**config.mk**
```make
export PLATFORM = sky130hd
export DESIGN_NAME = dab_regs
export DESIGN_NICKNAME = d
export VERILOG_FILES = /design/src/include/dab_pkg.sv /design/src/rtl/dab_regs.sv
export SDC_FILE = /design/constraint.sdc
export NUM_CORES = 1
export LEC_CHECK = 0
export BUFFER_PORTS_ARGS = -buffer_cell sky130_fd_sc_hd__buf_4
export CAP_MARGIN = 20
export CORE_ASPECT_RATIO = 1.5
export CORE_MARGIN = 4
export CORE_UTILIZATION = 55
export DETAILED_ROUTE_END_ITERATION = 16
export HOLD_SLACK_MARGIN = 0.03
export PLACE_DENSITY = 0.87
export RECOVER_POWER = 25
export SYNTH_ARGS = -nofsm -noshare
export SYNTH_HDL_FRONTEND = slang
export SYNTH_SLANG_ARGS = --single-unit
export TNS_END_PERCENT = 5
```
**constraint.sdc**
```tcl
create_clock -name sys_clk -period 5 [get_ports sys_clk]
set_input_delay 0.75 -clock sys_clk [delete_from_list [all_inputs] [get_ports sys_clk]]
set_output_delay 0.75 -clock sys_clk [all_outputs]
set_load 0.01 [all_outputs]
```
**src/include/dab_pkg.sv**
```systemverilog
// package: offsets, field positions, defaults and types for the register slice
package dab_pkg;

   // ---------------------------------------------------------------
   // register offsets (5-bit serial address)
   // ---------------------------------------------------------------
   localparam logic [4:0] OFS_DATA_CTRL   = 5'h02;
   localparam logic [4:0] OFS_POWER_DOWN  = 5'h03;
   localparam logic [4:0] OFS_MIX_MODE    = 5'h0a;
   localparam logic [4:0] OFS_AUX1_LOW    = 5'h0d;
   localparam logic [4:0] OFS_AUX1_HIGH   = 5'h0e;
   localparam logic [4:0] OFS_SCALE_LOW   = 5'h0f;
   localparam logic [4:0] OFS_SCALE_HIGH  = 5'h10;
   localparam logic [4:0] OFS_AUX2_LOW    = 5'h11;
   localparam logic [4:0] OFS_AUX2_HIGH   = 5'h12;
   localparam logic [4:0] OFS_TEST_CTRL   = 5'h1a;
   localparam logic [4:0] OFS_RES_A_LOW   = 5'h1b;
   localparam logic [4:0] OFS_RES_A_HIGH  = 5'h1c;
   localparam logic [4:0] OFS_RES_B_LOW   = 5'h1d;
   localparam logic [4:0] OFS_RES_B_HIGH  = 5'h1e;
   localparam logic [4:0] OFS_CHIP_ID     = 5'h1f;

   // ---------------------------------------------------------------
   // field positions
   // ---------------------------------------------------------------
   localparam int PIN_SELECT_BIT  = 7;
   localparam int SINK_SELECT_BIT = 6;
   localparam int RUN_BIT         = 7;
   localparam int CAPTURE_BIT     = 6;
   localparam int CLEAR_BIT       = 5;
   localparam int FORMAT_BIT      = 7;
   localparam int READ_FLAG_BIT   = 7;

   // ---------------------------------------------------------------
   // values after reset, forced values and the signature polynomial
   // ---------------------------------------------------------------
   localparam logic [7:0] RESET_BYTE      = 8'h00;
   localparam logic [9:0] RESET_WORD      = 10'h000;
   localparam logic [15:0] RESET_RESULT   = 16'h0000;
   localparam logic [7:0] PIN_MIX_VALUE   = 8'h05;
   localparam logic [7:0] PIN_POWER_VALUE = 8'hff;
   localparam logic [15:0] SIG_POLY       = 16'h1021;

   // ---------------------------------------------------------------
   // serial frame counts
   // ---------------------------------------------------------------
   localparam logic [3:0] LAST_INSTR_BIT  = 4'h7;
   localparam logic [3:0] LAST_FRAME_BIT  = 4'hf;

   // ---------------------------------------------------------------
   // types
   // ---------------------------------------------------------------
   typedef struct packed {
      logic       pin_select;
      logic       sink_select;
      logic [9:0] word;
   } dab_aux_cfg_s;

   typedef enum logic [1:0] {
      SER_IDLE  = 2'b00,
      SER_INSTR = 2'b01,
      SER_DATA  = 2'b10,
      SER_HOLD  = 2'b11
   } dab_ser_state_e;

endpackage : dab_pkg

```
**src/rtl/dab_regs.sv**
```systemverilog
// module: control register slice with serial access, self-test and pin mode
`timescale 1ns/1ps

// Behaviour
// - first aux current word is 10 bits: 0x0d low byte, 0x0e bits 1:0.
// - aux current words map linearly, 0x3ff full, 0x200 half, 0x000 none.
// - 0x0e bit 7 picks first aux pin: 0 positive, 1 negative.
// - 0x0e bit 6 sets first aux direction: 0 source, 1 sink.
// - second converter scale word: 0x0f low byte, 0x10 bits 1:0.
// - second aux current word: 0x11 low byte, 0x12 bits 1:0.
// - 0x12 bit 7 picks second aux pin: 0 positive, 1 negative.
// - 0x12 bit 6 sets second aux direction: 0 source, 1 sink.
// - self-test control bit 7 enables and runs the self-test.
// - writing control bit 6 copies engine values into readable results.
// - writing control bit 5 resets engines and clears both results.
// - first result: low byte at 0x1b, high byte at 0x1c.
// - second result: low byte at 0x1d, high byte at 0x1e.
// - 0x1f is read-only, bits 7:4 give the chip revision.
// - 0x1f bits 3:0 give the device type code.
// - a high reset pin returns every control bit to its default, except the format, mix-mode and power-down fields.
// - serial port works only after reset pin returns low.
// - reset pin held high means pin mode; serial pins become inputs.
// - in pin mode the data-format bit follows the serial data pin.
// - in pin mode a high chip select forces mix mode to 0x05.
// - in pin mode a high data-out pin forces power-down to 0xff.
// - defined bits read back the last written value unless read-only.
module dab_regs #(
   parameter logic [3:0] CHIP_VERSION = 4'h1,  // arbitrary value
   parameter logic [3:0] CHIP_DEVICE  = 4'h2   // arbitrary value
) (
   // clock and reset
   input  wire logic                  sys_clk,
   input  wire logic                  sys_rst,
   // device pins (asynchronous)
   input  wire logic                  reset_pin,
   input  wire logic                  spi_clk,
   input  wire logic                  chip_select_low,
   input  wire logic                  serial_data_in,
   input  wire logic                  serial_data_out_in,
   output logic                       serial_data_out,
   output logic                       serial_data_out_oe,
   // self-test sample words (sys_clk domain)
   input  wire logic [15:0]           self_test_word_a,
   input  wire logic [15:0]           self_test_word_b,
   // configuration outputs
   output dab_pkg::dab_aux_cfg_s      aux_current_word_one,
   output dab_pkg::dab_aux_cfg_s      aux_current_word_two,
   output logic                       aux_one_positive_out,
   output logic                       aux_one_negative_out,
   output logic                       aux_two_positive_out,
   output logic                       aux_two_negative_out,
   output logic [9:0]                 second_converter_scale_word,
   output logic                       data_format,
   output logic [7:0]                 mix_mode,
   output logic [7:0]                 power_down,
   output logic                       self_test_run,
   output logic                       pin_mode
);
   import dab_pkg::*;

   // ---------------------------------------------------------------
   // pin synchronisers
   // ---------------------------------------------------------------
   // index: 0 reset pin, 1 clock, 2 chip select, 3 data in, 4 data out
   logic [4:0]     pin_meta_reg;
   logic [4:0]     pin_sync_reg;
   logic           sclk_prev_reg;
   logic           sclk_rise;
   logic           sclk_fall;
   logic           ctl_reset;

   always_ff @(posedge sys_clk) begin
      // chip select idles high: a zero here would open a false frame
      if (sys_rst) begin
         pin_meta_reg  <= 5'h04;
         pin_sync_reg  <= 5'h04;
         sclk_prev_reg <= 1'b0;
      end else begin
         pin_meta_reg  <= {serial_data_out_in, serial_data_in,
                           chip_select_low, spi_clk, reset_pin};
         pin_sync_reg  <= pin_meta_reg;
         sclk_prev_reg <= pin_sync_reg[1];
      end
   end

   assign sclk_rise = pin_sync_reg[1] & ~sclk_prev_reg;
   assign sclk_fall = ~pin_sync_reg[1] & sclk_prev_reg;
   assign ctl_reset = sys_rst | pin_sync_reg[0];

   always_ff @(posedge sys_clk) begin
      if (sys_rst)
         pin_mode <= 1'b0;
      else
         pin_mode <= pin_sync_reg[0];
   end

   // ---------------------------------------------------------------
   // serial frame engine
   // ---------------------------------------------------------------
   // frame: 8-bit instruction (bit 7 read, bits 4:0 address), 8 data
   // bits, msb first; the pins are oversampled, so the serial clock must
   // stay below an eighth of sys_clk
   dab_ser_state_e ser_state_reg;
   logic [3:0]     bit_cnt_reg;
   logic [7:0]     shift_in_reg;
   logic [7:0]     instr_reg;
   logic [7:0]     shift_out_reg;
   logic           wr_en_reg;
   logic [7:0]     wr_data_reg;
   logic [7:0]     read_data;
   logic           is_read;

   assign is_read = instr_reg[READ_FLAG_BIT];

   always_ff @(posedge sys_clk) begin
      if (ctl_reset || pin_mode) begin
         ser_state_reg <= SER_IDLE;
         bit_cnt_reg   <= 4'h0;
         shift_in_reg  <= RESET_BYTE;
         instr_reg     <= RESET_BYTE;
         wr_en_reg     <= 1'b0;
         wr_data_reg   <= RESET_BYTE;
      end else begin
         wr_en_reg <= 1'b0;
         case (ser_state_reg)
            SER_IDLE: begin
               bit_cnt_reg <= 4'h0;
               if (!pin_sync_reg[2])
                  ser_state_reg <= SER_INSTR;
            end
            SER_INSTR, SER_DATA: begin
               if (pin_sync_reg[2]) begin
                  // chip select released mid-frame: drop it
                  ser_state_reg <= SER_IDLE;
               end else if (sclk_rise) begin
                  shift_in_reg <= {shift_in_reg[6:0], pin_sync_reg[3]};
                  bit_cnt_reg  <= bit_cnt_reg + 4'h1;
                  if (bit_cnt_reg == LAST_INSTR_BIT) begin
                     instr_reg     <= {shift_in_reg[6:0], pin_sync_reg[3]};
                     ser_state_reg <= SER_DATA;
                  end else if (bit_cnt_reg == LAST_FRAME_BIT) begin
                     wr_data_reg   <= {shift_in_reg[6:0], pin_sync_reg[3]};
                     wr_en_reg     <= ~is_read;
                     ser_state_reg <= SER_HOLD;
                  end
               end
            end
            SER_HOLD: begin
               if (pin_sync_reg[2])
                  ser_state_reg <= SER_IDLE;
            end
            default: ser_state_reg <= SER_IDLE;
         endcase
      end
   end

   // read data is shifted out on falling clock edges of the data phase
   always_ff @(posedge sys_clk) begin
      if (ctl_reset || pin_mode) begin
         shift_out_reg      <= RESET_BYTE;
         serial_data_out    <= 1'b0;
         serial_data_out_oe <= 1'b0;
      end else begin
         serial_data_out_oe <= (ser_state_reg == SER_DATA) & is_read &
                               ~pin_sync_reg[2];
         if (ser_state_reg == SER_INSTR && sclk_rise &&
             bit_cnt_reg == LAST_INSTR_BIT)
            shift_out_reg <= read_data;
         else if (ser_state_reg == SER_DATA && sclk_fall) begin
            serial_data_out <= shift_out_reg[7];
            shift_out_reg   <= {shift_out_reg[6:0], 1'b0};
         end
      end
   end

   // ---------------------------------------------------------------
   // control registers
   // ---------------------------------------------------------------
   logic [7:0]  aux1_low_reg;
   logic [7:0]  aux1_high_reg;
   logic [7:0]  scale_low_reg;
   logic [7:0]  scale_high_reg;
   logic [7:0]  aux2_low_reg;
   logic [7:0]  aux2_high_reg;
   logic [7:0]  test_ctrl_reg;
   logic [4:0]  wr_addr;
   logic        wr_test;

   assign wr_addr = instr_reg[4:0];
   assign wr_test = wr_en_reg && wr_addr == OFS_TEST_CTRL;

   always_ff @(posedge sys_clk) begin
      if (ctl_reset) begin
         aux1_low_reg   <= RESET_BYTE;
         aux1_high_reg  <= RESET_BYTE;
         scale_low_reg  <= RESET_BYTE;
         scale_high_reg <= RESET_BYTE;
         aux2_low_reg   <= RESET_BYTE;
         aux2_high_reg  <= RESET_BYTE;
         test_ctrl_reg  <= RESET_BYTE;
      end else if (wr_en_reg) begin
         // undefined bits are not stored and read as zero
         case (wr_addr)
            OFS_AUX1_LOW:   aux1_low_reg   <= wr_data_reg;
            OFS_AUX1_HIGH:  aux1_high_reg  <= wr_data_reg & 8'hc3;
            OFS_SCALE_LOW:  scale_low_reg  <= wr_data_reg;
            OFS_SCALE_HIGH: scale_high_reg <= wr_data_reg & 8'h03;
            OFS_AUX2_LOW:   aux2_low_reg   <= wr_data_reg;
            OFS_AUX2_HIGH:  aux2_high_reg  <= wr_data_reg & 8'hc3;
            OFS_TEST_CTRL:  test_ctrl_reg  <= wr_data_reg & 8'he0;
            default: ;
         endcase
      end
   end

   // fields forced by pin mode; serial writes reach them outside it
   always_ff @(posedge sys_clk) begin
      if (sys_rst) begin
         data_format <= 1'b0;
         mix_mode    <= RESET_BYTE;
         power_down  <= RESET_BYTE;
      end else if (pin_sync_reg[0]) begin
         data_format <= pin_sync_reg[3];
         mix_mode    <= pin_sync_reg[2] ? PIN_MIX_VALUE : RESET_BYTE;
         power_down  <= pin_sync_reg[4] ? PIN_POWER_VALUE : RESET_BYTE;
      end else if (wr_en_reg) begin
         if (wr_addr == OFS_DATA_CTRL)
            data_format <= wr_data_reg[FORMAT_BIT];
         if (wr_addr == OFS_MIX_MODE)
            mix_mode <= wr_data_reg & 8'h0f;
         if (wr_addr == OFS_POWER_DOWN)
            power_down <= wr_data_reg;
      end
   end

   // ---------------------------------------------------------------
   // self-test engines
   // ---------------------------------------------------------------
   logic [15:0] sig_a_reg;
   logic [15:0] sig_b_reg;
   logic [15:0] result_a_reg;
   logic [15:0] result_b_reg;
   logic        test_clear;
   logic        test_capture;

   // signature step shared by both engines
   function automatic logic [15:0] sig_step(input logic [15:0] sig,
                                            input logic [15:0] word);
      logic [15:0] nxt;
      nxt = {sig[14:0], 1'b0} ^ word;
      if (sig[15])
         nxt = nxt ^ SIG_POLY;
      return nxt;
   endfunction : sig_step

   assign test_clear   = wr_test & wr_data_reg[CLEAR_BIT];
   assign test_capture = wr_test & wr_data_reg[CAPTURE_BIT];

   always_ff @(posedge sys_clk) begin
      if (ctl_reset || test_clear) begin
         sig_a_reg <= RESET_RESULT;
         sig_b_reg <= RESET_RESULT;
      end else if (test_ctrl_reg[RUN_BIT]) begin
         sig_a_reg <= sig_step(sig_a_reg, self_test_word_a);
         sig_b_reg <= sig_step(sig_b_reg, self_test_word_b);
      end
   end

   // clear wins when capture and clear are written together
   always_ff @(posedge sys_clk) begin
      if (ctl_reset || test_clear) begin
         result_a_reg <= RESET_RESULT;
         result_b_reg <= RESET_RESULT;
      end else if (test_capture) begin
         result_a_reg <= sig_a_reg;
         result_b_reg <= sig_b_reg;
      end
   end

   // ---------------------------------------------------------------
   // read-back
   // ---------------------------------------------------------------
   always_comb begin
      read_data = RESET_BYTE;
      case ({shift_in_reg[3:0], pin_sync_reg[3]})
         OFS_DATA_CTRL:  read_data = {data_format, 7'h00};
         OFS_POWER_DOWN: read_data = power_down;
         OFS_MIX_MODE:   read_data = mix_mode;
         OFS_AUX1_LOW:   read_data = aux1_low_reg;
         OFS_AUX1_HIGH:  read_data = aux1_high_reg;
         OFS_SCALE_LOW:  read_data = scale_low_reg;
         OFS_SCALE_HIGH: read_data = scale_high_reg;
         OFS_AUX2_LOW:   read_data = aux2_low_reg;
         OFS_AUX2_HIGH:  read_data = aux2_high_reg;
         OFS_TEST_CTRL:  read_data = test_ctrl_reg;
         OFS_RES_A_LOW:  read_data = result_a_reg[7:0];
         OFS_RES_A_HIGH: read_data = result_a_reg[15:8];
         OFS_RES_B_LOW:  read_data = result_b_reg[7:0];
         OFS_RES_B_HIGH: read_data = result_b_reg[15:8];
         OFS_CHIP_ID:    read_data = {CHIP_VERSION, CHIP_DEVICE};
         default:        read_data = RESET_BYTE;
      endcase
   end

   // ---------------------------------------------------------------
   // outputs
   // ---------------------------------------------------------------
   // words pass unscaled: the current stage is linear in the code
   assign aux_current_word_one = '{pin_select:  aux1_high_reg[PIN_SELECT_BIT],
                                   sink_select: aux1_high_reg[SINK_SELECT_BIT],
                                   word: {aux1_high_reg[1:0], aux1_low_reg}};
   assign aux_current_word_two = '{pin_select:  aux2_high_reg[PIN_SELECT_BIT],
                                   sink_select: aux2_high_reg[SINK_SELECT_BIT],
                                   word: {aux2_high_reg[1:0], aux2_low_reg}};
   assign second_converter_scale_word = {scale_high_reg[1:0], scale_low_reg};
   assign self_test_run = test_ctrl_reg[RUN_BIT];

   always_ff @(posedge sys_clk) begin
      if (sys_rst) begin
         aux_one_positive_out <= 1'b0;
         aux_one_negative_out <= 1'b0;
         aux_two_positive_out <= 1'b0;
         aux_two_negative_out <= 1'b0;
      end else begin
         aux_one_positive_out <= ~aux1_high_reg[PIN_SELECT_BIT];
         aux_one_negative_out <= aux1_high_reg[PIN_SELECT_BIT];
         aux_two_positive_out <= ~aux2_high_reg[PIN_SELECT_BIT];
         aux_two_negative_out <= aux2_high_reg[PIN_SELECT_BIT];
      end
   end
endmodule : dab_regs

```
==> results of run 1 <==
-- worst min path at each step --
| stage | slack (ns) | to | cells past startpoint | from |
|---|---|---|---|---|
| floorplan | 0.39 | pin_sync_reg[2]$_SDFF_PP1_ | 1 | pin_meta_reg[2]$_SDFF_PP1_ |
| detailed placement | 0.40 | pin_sync_reg[2]$_SDFF_PP1_ | 1 | pin_meta_reg[2]$_SDFF_PP1_ |
| global route | 0.43 | pin_sync_reg[2]$_SDFF_PP1_ | 1 | pin_meta_reg[2]$_SDFF_PP1_ |
| finish | 0.41 | pin_sync_reg[2]$_SDFF_PP1_ | 1 | pin_meta_reg[2]$_SDFF_PP1_ |
| global placement | 0.40 | pin_sync_reg[2]$_SDFF_PP1_ | 1 | pin_meta_reg[2]$_SDFF_PP1_ |
| CTS | 0.42 | pin_sync_reg[2]$_SDFF_PP1_ | 1 | pin_meta_reg[2]$_SDFF_PP1_ |
-- cell usage after synthesis (2+ instances only) --
cell type  instances  share of area
or2_2              3         0.0025
a211oi_1           7         0.0070
buf_6             10          0.015
and3_1            10         0.0083
ha_1               5         0.0083
a21o_1             2         0.0020
dfxtp_1          168           0.45
nand3b_2           2         0.0030
o22ai_1            4         0.0033
and3b_1            3         0.0035
a32o_1             3         0.0040
a21boi_0           2         0.0020
xnor2_1           36          0.042
nor4b_1            5         0.0058
inv_1              6         0.0030
o211ai_1           3         0.0030
a32oi_1            2         0.0023
and2_1             4         0.0033
o21bai_1           2         0.0020
nor3b_1            5         0.0050
a211o_1            2         0.0023
nand3_1           21          0.014
a22o_1             8         0.0093
clkbuf_1          26          0.013
o21ai_0           15          0.010
nand2b_1           6         0.0050
nand3b_1           6         0.0060
nor2_1            87          0.043
nand2_1          119          0.059
buf_2             25          0.017
nand4_1            2         0.0017
xor2_1             2         0.0023
nand4b_1           3         0.0035
o31ai_1            4         0.0040
nor3_1             2         0.0013
and4b_1            2         0.0027
nor2b_1           20          0.017
a211oi_2          24          0.040
mux2i_1           63          0.084
a21oi_1           80          0.053
a31oi_1            6         0.0050
buf_4              6         0.0060
o41ai_1            2         0.0023
-- metrics by stage --
stage	worst slack [ns]	utilization
after floorplan	3.16	-
after global placement	2.61	0.602
after detailed placement	2.63	0.602
after CTS	2.61	0.646
after global routing	1.53	0.644
final	1.74	0.644
-- cell families (layout without fill, tap and decap cells) --
| group | after synthesis | count (layout) | synth area share |
|---|---|---|---|
| simple gates | 307 | 307 | 0.195 |
| compound gates | 176 | 176 | 0.166 |
| flops | 168 | 168 | 0.447 |
| buf+inv | 74 | 141 | 0.0540 |
| mux | 64 | 64 | 0.0853 |
| xor+xnor | 38 | 38 | 0.0442 |
| fa+ha+maj | 5 | 5 | 0.00831 |
| other cells | 1 | 4 | 0.000498 |
-- power groups by stage --
stage	Combinational (mW)	Sequential, mW	Clock (mW)
after floorplan	0.0716	1.39	0
after global placement	0.111	1.39	0
after detailed placement	0.113	1.39	0
after CTS	0.114	1.36	1.32
after global routing	0.123	1.36	1.38
final	0.114	1.36	1.32
-- cell type report --
type | instances | share of cell area
repair buffers | 103 | 0.0846
multi-input cells | 594 | 0.434
inverters | 6 | 0.00259
flip-flops and latches | 168 | 0.387
well taps | 162 | 0.0234
clock buffers | 25 | 0.0548
clock inverters | 7 | 0.0136
-- cells in the final DEF, fill, tap and decap left out, drive strengths merged, types with 3 or more instances in the layout --
| cell type | instances |
|---|---|
| a211oi | 31 |
| a21oi | 80 |
| a22o | 8 |
| a31oi | 6 |
| a32o | 3 |
| and2 | 4 |
| and3 | 10 |
| and3b | 3 |
| buf | 80 |
| bufinv | 3 |
| clkbuf | 48 |
| clkinvlp | 3 |
| conb | 4 |
| dfxtp | 168 |
| ha | 5 |
| inv | 6 |
| mux2i | 63 |
| nand2 | 119 |
| nand2b | 6 |
| nand3 | 21 |
| nand3b | 8 |
| nand4b | 3 |
| nor2 | 88 |
| nor2b | 21 |
| nor3 | 3 |
| nor3b | 6 |
| nor4b | 5 |
| o211ai | 3 |
| o21ai | 15 |
| o22ai | 4 |
| o31ai | 4 |
| or2 | 3 |
| xnor2 | 36 |
-- routing by layer --
layer | part of all wire | vias up
met2 | 0.51 | 325
met4 | 0.060 | 0
met5 | 0 | -
met3 | 0.071 | 99
li1 | - | 3001
met1 | 0.36 | 3027
==> run summary, run 1 <==
Status - complete, but fails checks
Failing checks - capacitance limit, slew limit
Area of the mapped netlist - 0.00753 mm2
Finished Layout Cells - 1,065
Dpl cells - 1,030
Maximum vdd ir drop - 0.000212 V
Pre-antenna DRT Iters - 6
Mapped Cells - 833
PD cells - 321 mW/mm2
Leak Pwr - 3.07 nW
Met3 Use GR - 0.0520
Min Hold Slack - 0.411 ns
Max Slew Vio Count - 41
Tot Pwr - 2.79 mW
Clock network fraction of total power - 0.472
Met1 usage - 0.268
CTS tree - built
Die height - 151 um
Clock Sinks - 168
Register-to-register setup slack - 2.40 ns
Critical Path Fanout Max - 40
Hold Path Class - reg -> reg
Ant diodes - 0
Final setup violation count - 0
Worst path max stage delay - 1.37 ns
Worst setup path endpoint - shift_out_reg[7]$_SDFFE_PP0P_
GRT Util Overall - 0.254
R2r worst-path depth - 5
Arrival time worst endpoint - 3.54 ns
CTS clock-pin slew for the worst setup and hold paths - 0.06 ns
Worst Path Required - 5.28 ns
Clock skew - 0.00946 ns
Largest net degree at the start of global routing - 63
Multi-input logic area - 0.00376 mm2
Crit start category - input port
Final setup TNS - 0 ns
H-tree Lvls - 4
Switching share of power - 0.207
Sequential share of power - 0.487
Area after DPL - 0.00811 mm2
Root buf cell - clkbuf_16
Ys Warns - 0
Max Fclk - 307 MHz
Worst flop-to-flop path startpoint - pin_sync_reg[0]$_SDFF_PP0_
EDFF count, synth - 0
Max Buffers Root-to-Sink - 2
Storage cell area - 0.00336 mm2
DP HPWL - 13,800 um
Register area share after synthesis - 0.447
Routability congestion estimate - 0.944
ANT nets after route - 0
Nets - 934
# IOs - 98
Design area - 0.00868 mm2
Busiest grt layer - met2
Initial drt markers - 683
Logic gate share of total power - 0.041
First-pass GRT wire length - 31,500 um
Die Width - 104 um
Cell Chain, Critical Path - clkbuf_1 > or2_2 > clkbuf_1 > nor2_1 > o21ai_0 > a31oi_1
Top_reg_cell synth - dfxtp_1
Distinct cells, synth - 63
Pint - 2.21 mW
Number of max-cap violations - 1
RSZ-0062 raised after global routing - no
Final hold violations - 0
DIE AREA - 0.0157 mm2
WL final - 20,400 um
Area Overhead vs Synth - 15.3%
Starting Density - 0.559
Routed WL per cell - 19.2 um
Hold buffers post-CTS - 0
Slew headroom - -0.267
Latest clock arrival within the worst-skew pair - 0.42 ns
Number of global-route vias before repair - 6,181
Critical path's top delay family - buffers and inverters
Share of layout cells above drive strength 1 - 0.158
Worst R2R End - shift_out_reg[7]$_SDFFE_PP0P_
P_sw - 578 uW
Port Buf Inserts - 93
Initial antenna violation count - 0
Asr flop ratio synth - 0
DR vias/cell - 6.06
Final min period - 3.26 ns
Cell row count - 52
Via count - 6,452
Worst path most repeated cell - clkbuf_1
GRT overflow - 0
Resized cells post-CTS - 0
Crit share post-route - 0.652
Avg Cell Area, Syn - 9.04 um2
Register bit total from synthesis - 168
CTS Buf Count - 17
Post-route DRC - 0
Core box area - 0.0135 mm2
Filler cell count - 1,074
Post-CTS Setup Inserts - 0
Crit end category - flop
Cell at the slowest stage of the critical path - clkbuf_1
Buf/Inv on CP - 2
Critical path depth in cells - 6
GRT met2 Usage - 0.465
Tightest Pin Transition - 1.90 ns
Crit path kind - in -> reg
Worst setup path start - sys_rst
Note: power is estimated with default switching activity, not from simulation.
==> run 2: changes to the inputs <==
--- a/config.mk
+++ b/config.mk
@@ -9,7 +9,7 @@
 export CAP_MARGIN = 20
 export CORE_ASPECT_RATIO = 1.5
 export CORE_MARGIN = 4
-export CORE_UTILIZATION = 55
+export CORE_UTILIZATION = 52
 export DETAILED_ROUTE_END_ITERATION = 16
 export HOLD_SLACK_MARGIN = 0.03
 export PLACE_DENSITY = 0.87
==> constraint.sdc (replaced) <==
create_clock -name sys_clk -period 2.9 [get_ports sys_clk]
set_input_delay 0.435 -clock sys_clk [delete_from_list [all_inputs] [get_ports sys_clk]]
set_output_delay 0.435 -clock sys_clk [all_outputs]
set_load 0.01 [all_outputs]
==> run summary, run 2 (synthesis results as in run 1) <==
Status - completed (was complete, but fails checks)
Area Overhead vs Synth - 16.4% (was 15.3%)
# IOs - 98 (unchanged)
DP HPWL - 14,600 um (was 13,800 um)
DIE AREA - 0.0165 mm2 (was 0.0157 mm2)
CTS tree - built (unchanged)
Largest net degree at the start of global routing - 65 (was 63)
Hold Path Depth - 2 (was 1)
PD cells - 566 mW/mm2 (was 321 mW/mm2)
Latest clock arrival within the worst-skew pair - 0.43 ns (was 0.42 ns)
Worst Path Required - 3.20 ns (was 5.28 ns)
Share of layout cells above drive strength 1 - 0.159 (was 0.158)
Pre-antenna DRT Iters - 7 (was 6)
GRT overflow - 0 (unchanged)
Ant diodes - 0 (unchanged)
GRT Util Overall - 0.246 (was 0.254)
Routed WL per cell - 18.5 um (was 19.2 um)
Max Slew Vio Count - 0 (was 41)
Tightest Pin Transition - 0.922 ns (was 1.90 ns)
Arrival time worst endpoint - 2.65 ns (was 3.54 ns)
Port Buf Inserts - 93 (unchanged)
DR vias/cell - 5.73 (was 6.06)
Crit end category - flop (unchanged)
Die Width - 106 um (was 104 um)
Final setup TNS - 0 ns (unchanged)
Die height - 155 um (was 151 um)
Max Fclk - 425 MHz
Cell Chain, Critical Path - buf_4 > mux2i_1 > nor2b_1 > a211o_1 > a211oi_1 > o22ai_1 (was clkbuf_1 > or2_2 > clkbuf_1 > nor2_1 > o21ai_0 > a31oi_1)
First-pass GRT wire length - 31,600 um (was 31,500 um)
Filler cell count - 1,201 (was 1,074)
ANT nets after route - 0 (unchanged)
Finished Layout Cells - 1,100 (was 1,065)
Crit start category - flop (was input port)
Crit path kind - reg -> reg (was in -> reg)
H-tree Lvls - 4 (unchanged)
Number of global-route vias before repair - 6,002 (was 6,181)
Cell row count - 53 (was 52)
RSZ-0062 raised after global routing - no (unchanged)
Worst path max stage delay - 0.92 ns (was 1.37 ns)
Commonest non-fill, non-tap cells in the layout - dfxtp_1 (167), nand2_1 (119), nor2_1 (87) (was dfxtp_1 (168), nand2_1 (119), nor2_1 (87))
Initial drt markers - 426 (was 683)
Final min period - 2.35 ns
Crit share post-route - 0.811
Critical path depth in cells - 6 (unchanged)
Via count - 6,304 (was 6,452)
Storage cell area - 0.00336 mm2 (about the same)
Maximum vdd ir drop - 0.000315 V (was 0.000212 V)
Tot Pwr - 4.96 mW (was 2.79 mW)
Core box area - 0.0141 mm2 (was 0.0135 mm2)
Post-route DRC - 0 (unchanged)
Slew headroom - 0.384 (was -0.267)
WL final - 20,300 um (was 20,400 um)
Root buf cell - clkbuf_16 (unchanged)
Nets - 939 (was 934)
Buf/Inv on CP - 1 (was 2)
Critical path's top delay family - flip-flops (was buffers and inverters)
CTS clock-pin slew for the worst setup and hold paths - 0.07 ns (was 0.06 ns)
Hold buffers post-CTS - 0 (unchanged)
Final hold violations - 0 (unchanged)
Multi-input logic area - 0.00377 mm2 (was 0.00376 mm2)
Dpl cells - 1,067 (was 1,030)
Initial antenna violation count - 0 (unchanged)
Final setup violation count - 0 (unchanged)
Resized cells post-CTS - 0 (unchanged)
Routability congestion estimate - 0.971 (was 0.944)
Number of max-cap violations - 0 (was 1)
Clock skew - 0.00890 ns (was 0.00946 ns)
CTS Buf Count - 17 (unchanged)
Area after DPL - 0.00823 mm2 (was 0.00811 mm2)
Critical Path Fanout Max - 26 (was 40)
Max Buffers Root-to-Sink - 2 (unchanged)
Cell at the slowest stage of the critical path - dfxtp_1 (was clkbuf_1)
R2r worst-path depth - 6 (was 5)
Commonest non-fill, non-tap cell in the layout - dfxtp_1 (unchanged)
Leak Pwr - 3.08 nW (was 3.07 nW)
Hold Path Class - in -> reg (was reg -> reg)
Post-CTS Setup Inserts - 0 (unchanged)
Starting Density - 0.533 (was 0.559)
Design area - 0.00876 mm2 (was 0.00868 mm2)
Clock Sinks - 168 (unchanged)
[run 2: changes by cell type in the layout (fill, tap and decap cells not counted), moves of 2 or more]
cell and change:
buf_4 -5, buf_12 +2, clkbuf_1 +5, clkinv_4 +3
[run 2: routing by layer]
| layer | share of wire | vias up | global-route usage |
|---|---|---|---|
| met4 | 0.055 | 0 | 0.141 |
| met3 | 0.062 | 73 | 0.0494 |
| li1 | - | 2999 | - |
| met2 | 0.51 | 272 | 0.437 |
| met5 | 0 | - | 0 |
| met1 | 0.37 | 2960 | 0.270 |
[run 2: report_power, final]
part | switching [mW] | internal (mW)
combinational | 0.109 | 0.0878
clock | 0.930 | 1.49
sequential | 0.0186 | 2.32
[run 2: path summary, 6_finish.rpt]
check | slack, ns | from | endpoint
max | 0.55 | pin_sync_reg[3]$_SDFF_PP0_ | shift_out_reg[5]$_SDFFE_PP0P_
min | 0.19 | chip_select_low | pin_meta_reg[2]$_SDFF_PP1_
max reg2reg | 0.55 | pin_sync_reg[3]$_SDFF_PP0_ | shift_out_reg[5]$_SDFFE_PP0P_
min reg2reg | 0.41 | pin_meta_reg[2]$_SDFF_PP1_ | pin_sync_reg[2]$_SDFF_PP1_
[run 2: per-stage QoR]
step            util  setup slack, ns  hold slack [ns]
2_1_floorplan      -             1.06            0.389
3_3_place_gp   0.582            0.644            0.395
3_5_place_dp   0.582            0.595            0.398
4_1_cts        0.627            0.594            0.176
5_1_grt        0.620            0.441            0.174
6_report       0.620            0.548            0.186
[run 2: area by class of cell]
cell class	count	share of cell area
well taps	192	0.0274
clock inverters	11	0.0196
repair buffers	108	0.0837
inverters	6	0.00257
multi-input cells	594	0.430
clock buffers	21	0.0525
flip-flops and latches	168	0.384
